===== src/aice_pkg.sv =====
// Constants and types for the per-axis input conditioning and event block.
// Assumes a single 50 MHz clock and plain configuration ports, no bus.
package aice_pkg;

  // ****************************************************************
  // Timing
  // ****************************************************************
  localparam int CLK_HZ = 50_000_000;
  localparam int FILT_BASE_NS = 2000;
  localparam int FILT_BASE_CYC = (FILT_BASE_NS * (CLK_HZ / 1_000_000)) / 1000;
  localparam int FILT_CODE_W = 3;
  localparam int FILT_MAX_SHIFT = 13;
  localparam int FILT_TICK_W = 20;

  // ****************************************************************
  // Field layouts
  // ****************************************************************
  localparam int NUM_EVENTS = 7;
  localparam int EV_GE_NEG = 0;
  localparam int EV_LT_NEG = 1;
  localparam int EV_GE_POS = 2;
  localparam int EV_LT_POS = 3;
  localparam int EV_CS_END = 4;
  localparam int EV_CS_START = 5;
  localparam int EV_DRV_DONE = 6;
  localparam int NUM_FILT_GRP = 5;
  localparam int POS_W = 32;
  localparam int PLS_MODE_W = 3;
  localparam logic [PLS_MODE_W-1:0] PLS_MODE_LAST_DUAL = 3'h1;

  // Reset values
  localparam logic [6:0] EV_FLAGS_RST = 7'h00;

  typedef enum logic [1:0] {
    AICE_ENC_QUAD,
    AICE_ENC_UPDN
  } aice_enc_mode_e;

  typedef enum logic [1:0] {
    AICE_DIV_1,
    AICE_DIV_2,
    AICE_DIV_4
  } aice_enc_div_e;

endpackage : aice_pkg


===== src/aice_filter.sv =====
// Digital noise filter for one input bit with bypass path.
// Assumes a shared filter tick enable from the top.
`timescale 1ns/1ps
module aice_filter (
  // Clock and reset
  input wire logic ref_clk_in,
  input wire logic rst_b_in,
  // Control
  input wire logic tick_in,
  input wire logic filt_en_in,
  // Data
  input wire logic raw_in,
  output logic clean_out
);
  import aice_pkg::*;

  logic sync1_ff;
  logic sync2_ff;
  logic stable_ff;
  logic [2:0] cnt_ff;
  logic out_ff;

  // ****************************************************************
  // Two-flop synchroniser
  // ****************************************************************
  always_ff @(posedge ref_clk_in or negedge rst_b_in) begin
    if (!rst_b_in) begin
      sync1_ff <= 1'b0;
      sync2_ff <= 1'b0;
    end else begin
      sync1_ff <= raw_in;
      sync2_ff <= sync1_ff;
    end
  end

  // ****************************************************************
  // Eight ticks of steady level accepted; seven or fewer rejected
  // ****************************************************************
  always_ff @(posedge ref_clk_in or negedge rst_b_in) begin
    if (!rst_b_in) begin
      stable_ff <= 1'b0;
      cnt_ff <= 3'h0;
    end else if (sync2_ff != stable_ff) begin
      stable_ff <= sync2_ff;
      cnt_ff <= 3'h0;
    end else if (tick_in && cnt_ff != 3'h7) begin
      cnt_ff <= cnt_ff + 3'h1;
    end
  end

  always_ff @(posedge ref_clk_in or negedge rst_b_in) begin
    if (!rst_b_in) begin
      out_ff <= 1'b0;
    end else if (!filt_en_in) begin
      out_ff <= sync2_ff;
    end else if (tick_in && cnt_ff == 3'h7 && sync2_ff == stable_ff) begin
      out_ff <= stable_ff;
    end
  end

  assign clean_out = out_ff;
endmodule : aice_filter


===== src/aice_top.sv =====
// Per-axis input conditioning, polarity, encoder/pulse mode and events.
// Assumes one 50 MHz clock; configuration and status are plain ports.
`timescale 1ns/1ps
module aice_top #(
  parameter int NUM_AXES = 2,
  parameter int BASE_CYC = aice_pkg::FILT_BASE_CYC
) (
  // Clock and reset
  input wire logic ref_clk_in,
  input wire logic rst_b_in,
  // Filter configuration
  input wire logic [aice_pkg::FILT_CODE_W-1:0] filt_code_in,
  input wire logic filter_en_limits_group_in,
  input wire logic filter_en_index_group_in,
  input wire logic filter_en_servo_group_in,
  input wire logic filter_en_manual_pulse_group_in,
  input wire logic filter_en_aux_input_group_in,
  // Common sensor
  input wire logic emergency_stop_in,
  // Per-axis sensors
  input wire logic [NUM_AXES-1:0] hard_limit_pos_in,
  input wire logic [NUM_AXES-1:0] hard_limit_neg_in,
  input wire logic [NUM_AXES-1:0] home_sensor_in,
  input wire logic [NUM_AXES-1:0] near_home_sensor_in,
  input wire logic [NUM_AXES-1:0] index_stop_in,
  input wire logic [NUM_AXES-1:0] servo_alarm_in,
  input wire logic [NUM_AXES-1:0] in_position_in,
  input wire logic [NUM_AXES-1:0] manual_pulse_pos_in,
  input wire logic [NUM_AXES-1:0] manual_pulse_neg_in,
  input wire logic [NUM_AXES-1:0] aux_input_three_in,
  // Polarity and enables, one bit per axis, 1 = active high
  input wire logic [NUM_AXES-1:0] pol_limit_in,
  input wire logic [NUM_AXES-1:0] pol_home_in,
  input wire logic [NUM_AXES-1:0] pol_near_home_in,
  input wire logic [NUM_AXES-1:0] pol_index_in,
  input wire logic [NUM_AXES-1:0] alarm_en_in,
  input wire logic [NUM_AXES-1:0] pol_alarm_in,
  input wire logic [NUM_AXES-1:0] inpos_en_in,
  input wire logic [NUM_AXES-1:0] pol_inpos_in,
  // Encoder and pulse configuration
  input wire logic [NUM_AXES-1:0] enc_updown_in,
  input wire logic [2*NUM_AXES-1:0] enc_div_in,
  input wire logic [aice_pkg::PLS_MODE_W*NUM_AXES-1:0] pls_mode_in,
  // Motion core signals
  input wire logic [NUM_AXES-1:0] pls_req_in,
  input wire logic [NUM_AXES-1:0] dir_req_in,
  input wire logic [aice_pkg::POS_W*NUM_AXES-1:0] pos_cnt_in,
  input wire logic [aice_pkg::POS_W*NUM_AXES-1:0] comp_neg_in,
  input wire logic [aice_pkg::POS_W*NUM_AXES-1:0] comp_pos_in,
  input wire logic [NUM_AXES-1:0] const_speed_in,
  input wire logic [NUM_AXES-1:0] driving_in,
  // Events
  input wire logic [aice_pkg::NUM_EVENTS*NUM_AXES-1:0] ev_en_in,
  input wire logic [aice_pkg::NUM_EVENTS*NUM_AXES-1:0] ev_clr_in,
  input wire logic err_clr_in,
  // Outputs
  output logic [aice_pkg::NUM_EVENTS*NUM_AXES-1:0] ev_flags_out,
  output logic irq_out,
  output logic emg_error_out,
  output logic [NUM_AXES-1:0] cw_out,
  output logic [NUM_AXES-1:0] ccw_out,
  output logic [NUM_AXES-1:0] enc_up_out,
  output logic [NUM_AXES-1:0] enc_dn_out,
  output logic [NUM_AXES-1:0] limit_pos_act_out,
  output logic [NUM_AXES-1:0] limit_neg_act_out,
  output logic [NUM_AXES-1:0] home_act_out,
  output logic [NUM_AXES-1:0] near_home_act_out,
  output logic [NUM_AXES-1:0] index_act_out,
  output logic [NUM_AXES-1:0] alarm_act_out,
  output logic [NUM_AXES-1:0] inpos_act_out,
  output logic [NUM_AXES-1:0] mpg_pos_out,
  output logic [NUM_AXES-1:0] mpg_neg_out,
  output logic [NUM_AXES-1:0] aux3_out
);
  import aice_pkg::*;

  localparam int NE = NUM_EVENTS;

  // ****************************************************************
  // Filter tick: base period shifted by code
  // ****************************************************************
  logic [FILT_TICK_W-1:0] tick_cnt_ff;
  logic tick_ff;
  logic [FILT_TICK_W-1:0] tick_lim;

  always_comb begin
    tick_lim = (FILT_TICK_W'(BASE_CYC) << ((filt_code_in == 3'h0) ? 0 :
      (int'(filt_code_in) + 6))) >> 3;
    tick_lim = tick_lim - FILT_TICK_W'(1);
  end

  always_ff @(posedge ref_clk_in or negedge rst_b_in) begin
    if (!rst_b_in) begin
      tick_cnt_ff <= '0;
      tick_ff <= 1'b0;
    end else if (tick_cnt_ff >= tick_lim) begin
      tick_cnt_ff <= '0;
      tick_ff <= 1'b1;
    end else begin
      tick_cnt_ff <= tick_cnt_ff + FILT_TICK_W'(1);
      tick_ff <= 1'b0;
    end
  end

  // ****************************************************************
  // Filters
  // ****************************************************************
  logic emg_f;

  aice_filter u_emg (
    .ref_clk_in(ref_clk_in),
    .rst_b_in(rst_b_in),
    .tick_in(tick_ff),
    .filt_en_in(filter_en_limits_group_in),
    .raw_in(emergency_stop_in),
    .clean_out(emg_f)
  );

  logic [NUM_AXES-1:0] lp_f, ln_f, hm_f, nh_f, ix_f, al_f, ip_f, mp_f, mn_f, a3_f;
  logic [NUM_AXES-1:0] halt;

  genvar g;
  generate
    for (g = 0; g < NUM_AXES; g++) begin : g_axis
      logic [9:0] raw;
      logic [9:0] en;
      logic [9:0] cln;
      logic [POS_W-1:0] pos;
      logic [NE-1:0] cond;
      logic cs_ff;
      logic drv_ff;
      logic [NE-1:0] cond_ff;
      logic [NE-1:0] ev;
      logic [1:0] qa_ff;
      logic [1:0] div_cnt_ff;
      logic [PLS_MODE_W-1:0] mode;

      assign raw = {aux_input_three_in[g], manual_pulse_neg_in[g], manual_pulse_pos_in[g],
        in_position_in[g], servo_alarm_in[g], index_stop_in[g], near_home_sensor_in[g],
        home_sensor_in[g], hard_limit_neg_in[g], hard_limit_pos_in[g]};
      assign en = {filter_en_aux_input_group_in,
        {2{filter_en_manual_pulse_group_in}},
        {2{filter_en_servo_group_in}},
        filter_en_index_group_in,
        {4{filter_en_limits_group_in}}};

      for (genvar b = 0; b < 10; b++) begin : g_bit
        aice_filter u_f (
          .ref_clk_in(ref_clk_in),
          .rst_b_in(rst_b_in),
          .tick_in(tick_ff),
          .filt_en_in(en[b]),
          .raw_in(raw[b]),
          .clean_out(cln[b])
        );
      end

      assign {a3_f[g], mn_f[g], mp_f[g], ip_f[g], al_f[g], ix_f[g], nh_f[g], hm_f[g],
        ln_f[g], lp_f[g]} = cln;

      // Polarity and enables
      always_ff @(posedge ref_clk_in or negedge rst_b_in) begin
        if (!rst_b_in) begin
          limit_pos_act_out[g] <= 1'b0;
          limit_neg_act_out[g] <= 1'b0;
          home_act_out[g] <= 1'b0;
          near_home_act_out[g] <= 1'b0;
          index_act_out[g] <= 1'b0;
          alarm_act_out[g] <= 1'b0;
          inpos_act_out[g] <= 1'b0;
          mpg_pos_out[g] <= 1'b0;
          mpg_neg_out[g] <= 1'b0;
          aux3_out[g] <= 1'b0;
        end else begin
          limit_pos_act_out[g] <= ~(lp_f[g] ^ pol_limit_in[g]);
          limit_neg_act_out[g] <= ~(ln_f[g] ^ pol_limit_in[g]);
          home_act_out[g] <= ~(hm_f[g] ^ pol_home_in[g]);
          near_home_act_out[g] <= ~(nh_f[g] ^ pol_near_home_in[g]);
          index_act_out[g] <= ~(ix_f[g] ^ pol_index_in[g]);
          alarm_act_out[g] <= alarm_en_in[g] & ~(al_f[g] ^ pol_alarm_in[g]);
          inpos_act_out[g] <= inpos_en_in[g] & ~(ip_f[g] ^ pol_inpos_in[g]);
          mpg_pos_out[g] <= mp_f[g];
          mpg_neg_out[g] <= mn_f[g];
          aux3_out[g] <= a3_f[g];
        end
      end

      // Pulse output
      assign halt[g] = emg_error_out | alarm_act_out[g];
      assign mode = pls_mode_in[PLS_MODE_W*g +: PLS_MODE_W];
      always_ff @(posedge ref_clk_in or negedge rst_b_in) begin
        if (!rst_b_in) begin
          cw_out[g] <= 1'b0;
          ccw_out[g] <= 1'b0;
        end else if (halt[g]) begin
          cw_out[g] <= 1'b0;
          ccw_out[g] <= 1'b0;
        end else if (mode <= PLS_MODE_LAST_DUAL) begin
          cw_out[g] <= pls_req_in[g] & ~dir_req_in[g];
          ccw_out[g] <= pls_req_in[g] & dir_req_in[g];
        end else begin
          cw_out[g] <= pls_req_in[g];
          ccw_out[g] <= dir_req_in[g];
        end
      end

      // Encoder: quadrature with division, or up/down pulses
      always_ff @(posedge ref_clk_in or negedge rst_b_in) begin
        if (!rst_b_in) begin
          qa_ff <= 2'h0;
          div_cnt_ff <= 2'h0;
          enc_up_out[g] <= 1'b0;
          enc_dn_out[g] <= 1'b0;
        end else begin
          qa_ff <= {mp_f[g], mn_f[g]};
          enc_up_out[g] <= 1'b0;
          enc_dn_out[g] <= 1'b0;
          if (enc_updown_in[g]) begin
            enc_up_out[g] <= mp_f[g] & ~qa_ff[1];
            enc_dn_out[g] <= mn_f[g] & ~qa_ff[0];
          end else if (qa_ff != {mp_f[g], mn_f[g]}) begin
            div_cnt_ff <= div_cnt_ff + 2'h1;
            if (enc_div_in[2*g +: 2] == 2'(AICE_DIV_1) ||
                (enc_div_in[2*g +: 2] == 2'(AICE_DIV_2) && div_cnt_ff[0]) ||
                div_cnt_ff == 2'h3) begin
              enc_up_out[g] <= (qa_ff[1] ^ mn_f[g]);
              enc_dn_out[g] <= ~(qa_ff[1] ^ mn_f[g]);
            end
          end
        end
      end

      // Events
      assign pos = pos_cnt_in[POS_W*g +: POS_W];
      always_comb begin
        cond = '0;
        cond[EV_GE_NEG] = $signed(pos) >= $signed(comp_neg_in[POS_W*g +: POS_W]);
        cond[EV_LT_NEG] = $signed(pos) < $signed(comp_neg_in[POS_W*g +: POS_W]);
        cond[EV_GE_POS] = $signed(pos) >= $signed(comp_pos_in[POS_W*g +: POS_W]);
        cond[EV_LT_POS] = $signed(pos) < $signed(comp_pos_in[POS_W*g +: POS_W]);
      end
      always_ff @(posedge ref_clk_in or negedge rst_b_in) begin
        if (!rst_b_in) begin
          cs_ff <= 1'b0;
          drv_ff <= 1'b0;
          cond_ff <= '0;
        end else begin
          cs_ff <= const_speed_in[g];
          drv_ff <= driving_in[g];
          cond_ff <= cond;
        end
      end
      always_comb begin
        ev = '0;
        ev[3:0] = cond[3:0] & ~cond_ff[3:0];
        ev[EV_CS_END] = cs_ff & ~const_speed_in[g];
        ev[EV_CS_START] = ~cs_ff & const_speed_in[g];
        ev[EV_DRV_DONE] = drv_ff & ~driving_in[g];
      end
      always_ff @(posedge ref_clk_in or negedge rst_b_in) begin
        if (!rst_b_in) begin
          ev_flags_out[NE*g +: NE] <= EV_FLAGS_RST;
        end else begin
          ev_flags_out[NE*g +: NE] <= (ev_flags_out[NE*g +: NE] & ~ev_clr_in[NE*g +: NE])
            | (ev & ev_en_in[NE*g +: NE]);
        end
      end

    end
  endgenerate

  // ****************************************************************
  // Emergency error flag and interrupt
  // ****************************************************************
  always_ff @(posedge ref_clk_in or negedge rst_b_in) begin
    if (!rst_b_in) begin
      emg_error_out <= 1'b0;
    end else if (emg_f) begin
      emg_error_out <= 1'b1;
    end else if (err_clr_in) begin
      emg_error_out <= 1'b0;
    end
  end

  always_ff @(posedge ref_clk_in or negedge rst_b_in) begin
    if (!rst_b_in) begin
      irq_out <= 1'b0;
    end else begin
      irq_out <= |ev_flags_out;
    end
  end
endmodule : aice_top

===== config.mk =====
export PLATFORM = sky130hd
export DESIGN_NAME = aice_top
export DESIGN_NICKNAME = d
export VERILOG_FILES = /design/src/aice_pkg.sv /design/src/aice_filter.sv /design/src/aice_top.sv
export SDC_FILE = /design/constraint.sdc
export NUM_CORES = 1
export LEC_CHECK = 0
export BUFFER_PORTS_ARGS = -buffer_cell sky130_fd_sc_hd__buf_2
export CAP_MARGIN = 30
export CORE_MARGIN = 2
export CORE_UTILIZATION = 43
export DETAILED_ROUTE_END_ITERATION = 16
export GPL_ROUTABILITY_DRIVEN = 0
export GPL_TIMING_DRIVEN = 0
export PLACE_DENSITY = 0.69
export SETUP_SLACK_MARGIN = 0.15
export SYNTH_ARGS = -nofsm -noshare
export SYNTH_HDL_FRONTEND = slang
export SYNTH_SLANG_ARGS = --single-unit

===== constraint.sdc =====
create_clock -name ref_clk_in -period 2.9 [get_ports ref_clk_in]
set_clock_uncertainty 0.15 [all_clocks]
set_input_delay 0.29 -clock ref_clk_in [delete_from_list [all_inputs] [get_ports ref_clk_in]]
set_output_delay 0.29 -clock ref_clk_in [all_outputs]
set_load 0.005 [all_outputs]

==> impl_results.md <==
* Status: finished, violations left
* Failing checks: negative setup slack
* Final Setup Violations at 20
* I/O Buffers at 329
* Peak fanout along the critical path at 10
* Synth Flop Type: dfrtp_1
* DP Cell Count at 2,132
* Hpwl dp at about 26 mm
* DIE WIDTH at 183 µm
* Yosys warnings at 0
* Crit share post-route at 102%
* P_leak at slightly below 10 nW
* Clock Path Buffers at 3
* Max H-tree Level at 1
* I/O pin count at around 330
* Syn Nets at 1,896
* DRC viols at 0
* Drt via density at just over 5
* Hold Path Class: input pin to register
* Flops & latches, synth at around 230
* Reg area at about 5700 µm²
* Latest clock arrival within the worst-skew pair at 0.54 ns
* Area delta synth->final at 33.7%
* Cell count after synthesis at about 1,400
* DP Area at about 16,000 µm²
* Async SR Flop Fraction at 100%
* Arr. time, crit path at approximately 3.2 ns
* GRT Total Usage at 20.2%
* Hold path depth at 4
* Commonest non-fill, non-tap cells in the layout: buf_2, dfrtp_1, ha_1
* Worst slew margin at a little under 40%
* Req. time, crit path at ~3.2 ns
* Die Ht at about 180 µm
* Initial antenna violation count at 1
* Cell taking the most area after synthesis: dfrtp_1
* RSZ-0062 raised after global routing: yes
* Core Footprint at about 32,000 µm²
* Setup TNS at -0.475 ns
* CP startpoint kind: input pin
* Fmax at around 340 MHz
* Antenna viol nets, final at 0
* Sink Count at 228
* VDD IR-drop max at 0.329 mV
* Drt wl/cell at between 15 and 20 µm
* Number of synthesized flops with an enable pin at 0
* Final WL at around 34 mm
* Synth top area share at about two fifths
* Filler cells at 2,688
* Grt ovf at 0
* Post-Syn Area at 13,800 µm²
* Final min period at 2.94 ns
* Vias post-DR at 11,699
* Average cell area after synthesis at 9.86 µm²
* Sequential fraction of the synthesis area at 41.4%
* Root Driver: clkbuf_16
* Initial drt markers at a little over 400
* First-pass GRT wire length at 55.9 mm
* Fin. Hold Viols at 0
* Setup slack after placement at -0.904 ns
* Share of cells above drive strength 1 at roughly a quarter
* WHS at roughly 0.05 ns
* Area of the multi-input gates at roughly 7600 µm²
* Critical Path Sink Type: register
* Largest net degree at the start of global routing at ~100
* Number of max-cap violations at 0
* Clock slew at reported path FFs at about 0.060 ns
* Max Slew Vio Count at 0
* Drt pass-1 iters at 5
* Finished Layout Cells at between 2,000 and 2,500
* Full die area at around 34,000 µm²
* Worst r2r path cells at 10
* Finished layout cell area at between 15,000 and 20,000 µm²
* Vias in the first global route at 11,928
* Actual slew at the worst max-slew pin at 0.897 ns
* Total CTS buffers at 25
* Pwr/cell area at approximately 460 nW/µm²
* Crit Path Category: input pin to register
* Commonest non-fill, non-tap cell in the layout: buf_2
* Row count at 65
* Synth area leaders: dfrtp_1, ha_1, inv_1, a21oi_1, xor2_1
* Starting density of the core at 43.7%
* Synth cell types at 63
* CTS tree: done
* Final WS setup at -0.0438 ns
* NumNets Final at between 2,000 and 2,500
-- metal layers --
metal / wire length, µm / vias to the layer above / global-route usage [%] / part of all wire, %
met3: 1530 / 63 / 3.46 / 4.4
li1: - / 5792 / - / -
met4: 748 / 0 / 4.96 / 2.2
met2: 17400 / 253 / 36.5 / 50
met1: 14800 / 5591 / 25.1 / 43
met5: 0 / - / 0 / 0
-- final cells by class --
class	count	share of cell area (%)
sequential	228	30.9
buffer	43	1.51
clock inverter	13	0.862
antenna	1	0.0136
timing repair buffer	443	15.4
clock buffer	30	3.60
tap	402	2.73
multi-input combinational	954	41.4
inverter	174	3.62
-- critical path, stage by stage --
cell       delay [ns]
clkbuf_4         0.16
o21ai_4          0.22
ha_4             0.23
buf_6            0.12
buf_4            0.15
nor3_4           0.20
nor2_2           0.08
a2111oi_2        0.41
o21ai_2          0.14
ha_1             0.31
a21o_1           0.16
a21o_1           0.17
a21oi_2          0.13
o21ai_2          0.11
buf_8            0.17
a211oi_2         0.18
-- repair_timing --
| action | CTS | global route |
|---|---|---|
| endpoints found under the setup margin | 21 | 24 |
| gates resized for setup | 27 | 42 |
| hold buffers | 86 | 0 |
| hold endpoints to repair | 207 | 0 |
| buffers inserted | 12 | 11 |
| gates cloned | 2 | 1 |
| pin swaps | 20 | 28 |
-- synth_stat cells, types with 8 or more instances --
library cell and count:
xnor2_1 29, a211oi_1 22, clkbuf_1 38, nor2_1 101, a21oi_1 104, mux2i_1 47
a21o_1 15, nand2_1 71, nor3_1 16, inv_1 171, o22ai_1 21, ha_1 209
nand2b_1 34, nor2b_1 8, dfrtp_1 228, nor4_1 9, xor2_1 58, nand3b_1 9
nand3_1 50, nand4_1 38, o21ai_0 25
-- power by group --
group	switching, mW	internal [mW]	total, mW
sequential	0.160	3.40	3.56
clock	1.31	1.90	3.22
combinational	0.824	0.841	1.67
-- kinds of logic after synthesis --
kind of cell | count (synthesis) | share of synthesized area (%)
AO/OA/AOI/OAI | 247 | 11.5
AND/OR/NAND/NOR | 362 | 13.1
multiplexers | 49 | 3.57
XOR/XNOR | 87 | 5.52
adder cells (fa/ha/maj) | 209 | 19.0
buffers and inverters | 217 | 5.99
flip-flops | 228 | 41.4
-- state kept, by name, summed over array words and instances, names as in the netlist, 8 cells and up --
name and cells:
g_axis.g_bit.u_f.clean_out 20, tick_cnt_ff 20, g_axis.g_bit.u_f.sync2_ff 20, ev_flags_out 14
g_axis.g_bit.u_f.sync1_ff 20, g_axis.g_bit.u_f.stable_ff 20, g_axis.g_bit.u_f.cnt_ff 60, g_axis.cond_ff 8
-- stage by stage --
step / util [%] / power (mW)
final: 58.4 / 8.44
after global routing: 58.4 / 8.91
after CTS: 57.6 / 8.47
after detailed placement: 51.5 / 5.06
after global placement: 51.3 / 4.99
after floorplan: - / 4.42
-- final timing paths --
path / start / endpoint / slack (ns)
setup / recovery: filt_code_in[0] / tick_cnt_ff[0] / -0.04
hold / removal: enc_div_in[3] / enc_dn_out[1] / 0.05
setup reg to reg: tick_cnt_ff[0] / tick_cnt_ff[9] / 0.44
hold reg to reg: g_axis[1].g_bit[4].u_f.sync1_ff / g_axis[1].g_bit[4].u_f.sync2_ff / 0.19
max in group asynchronous: rst_b_in / ev_flags_out[6] / 1.26
min in group asynchronous: rst_b_in / enc_up_out[1] / 0.12
Power figures use the tool's default switching activity.
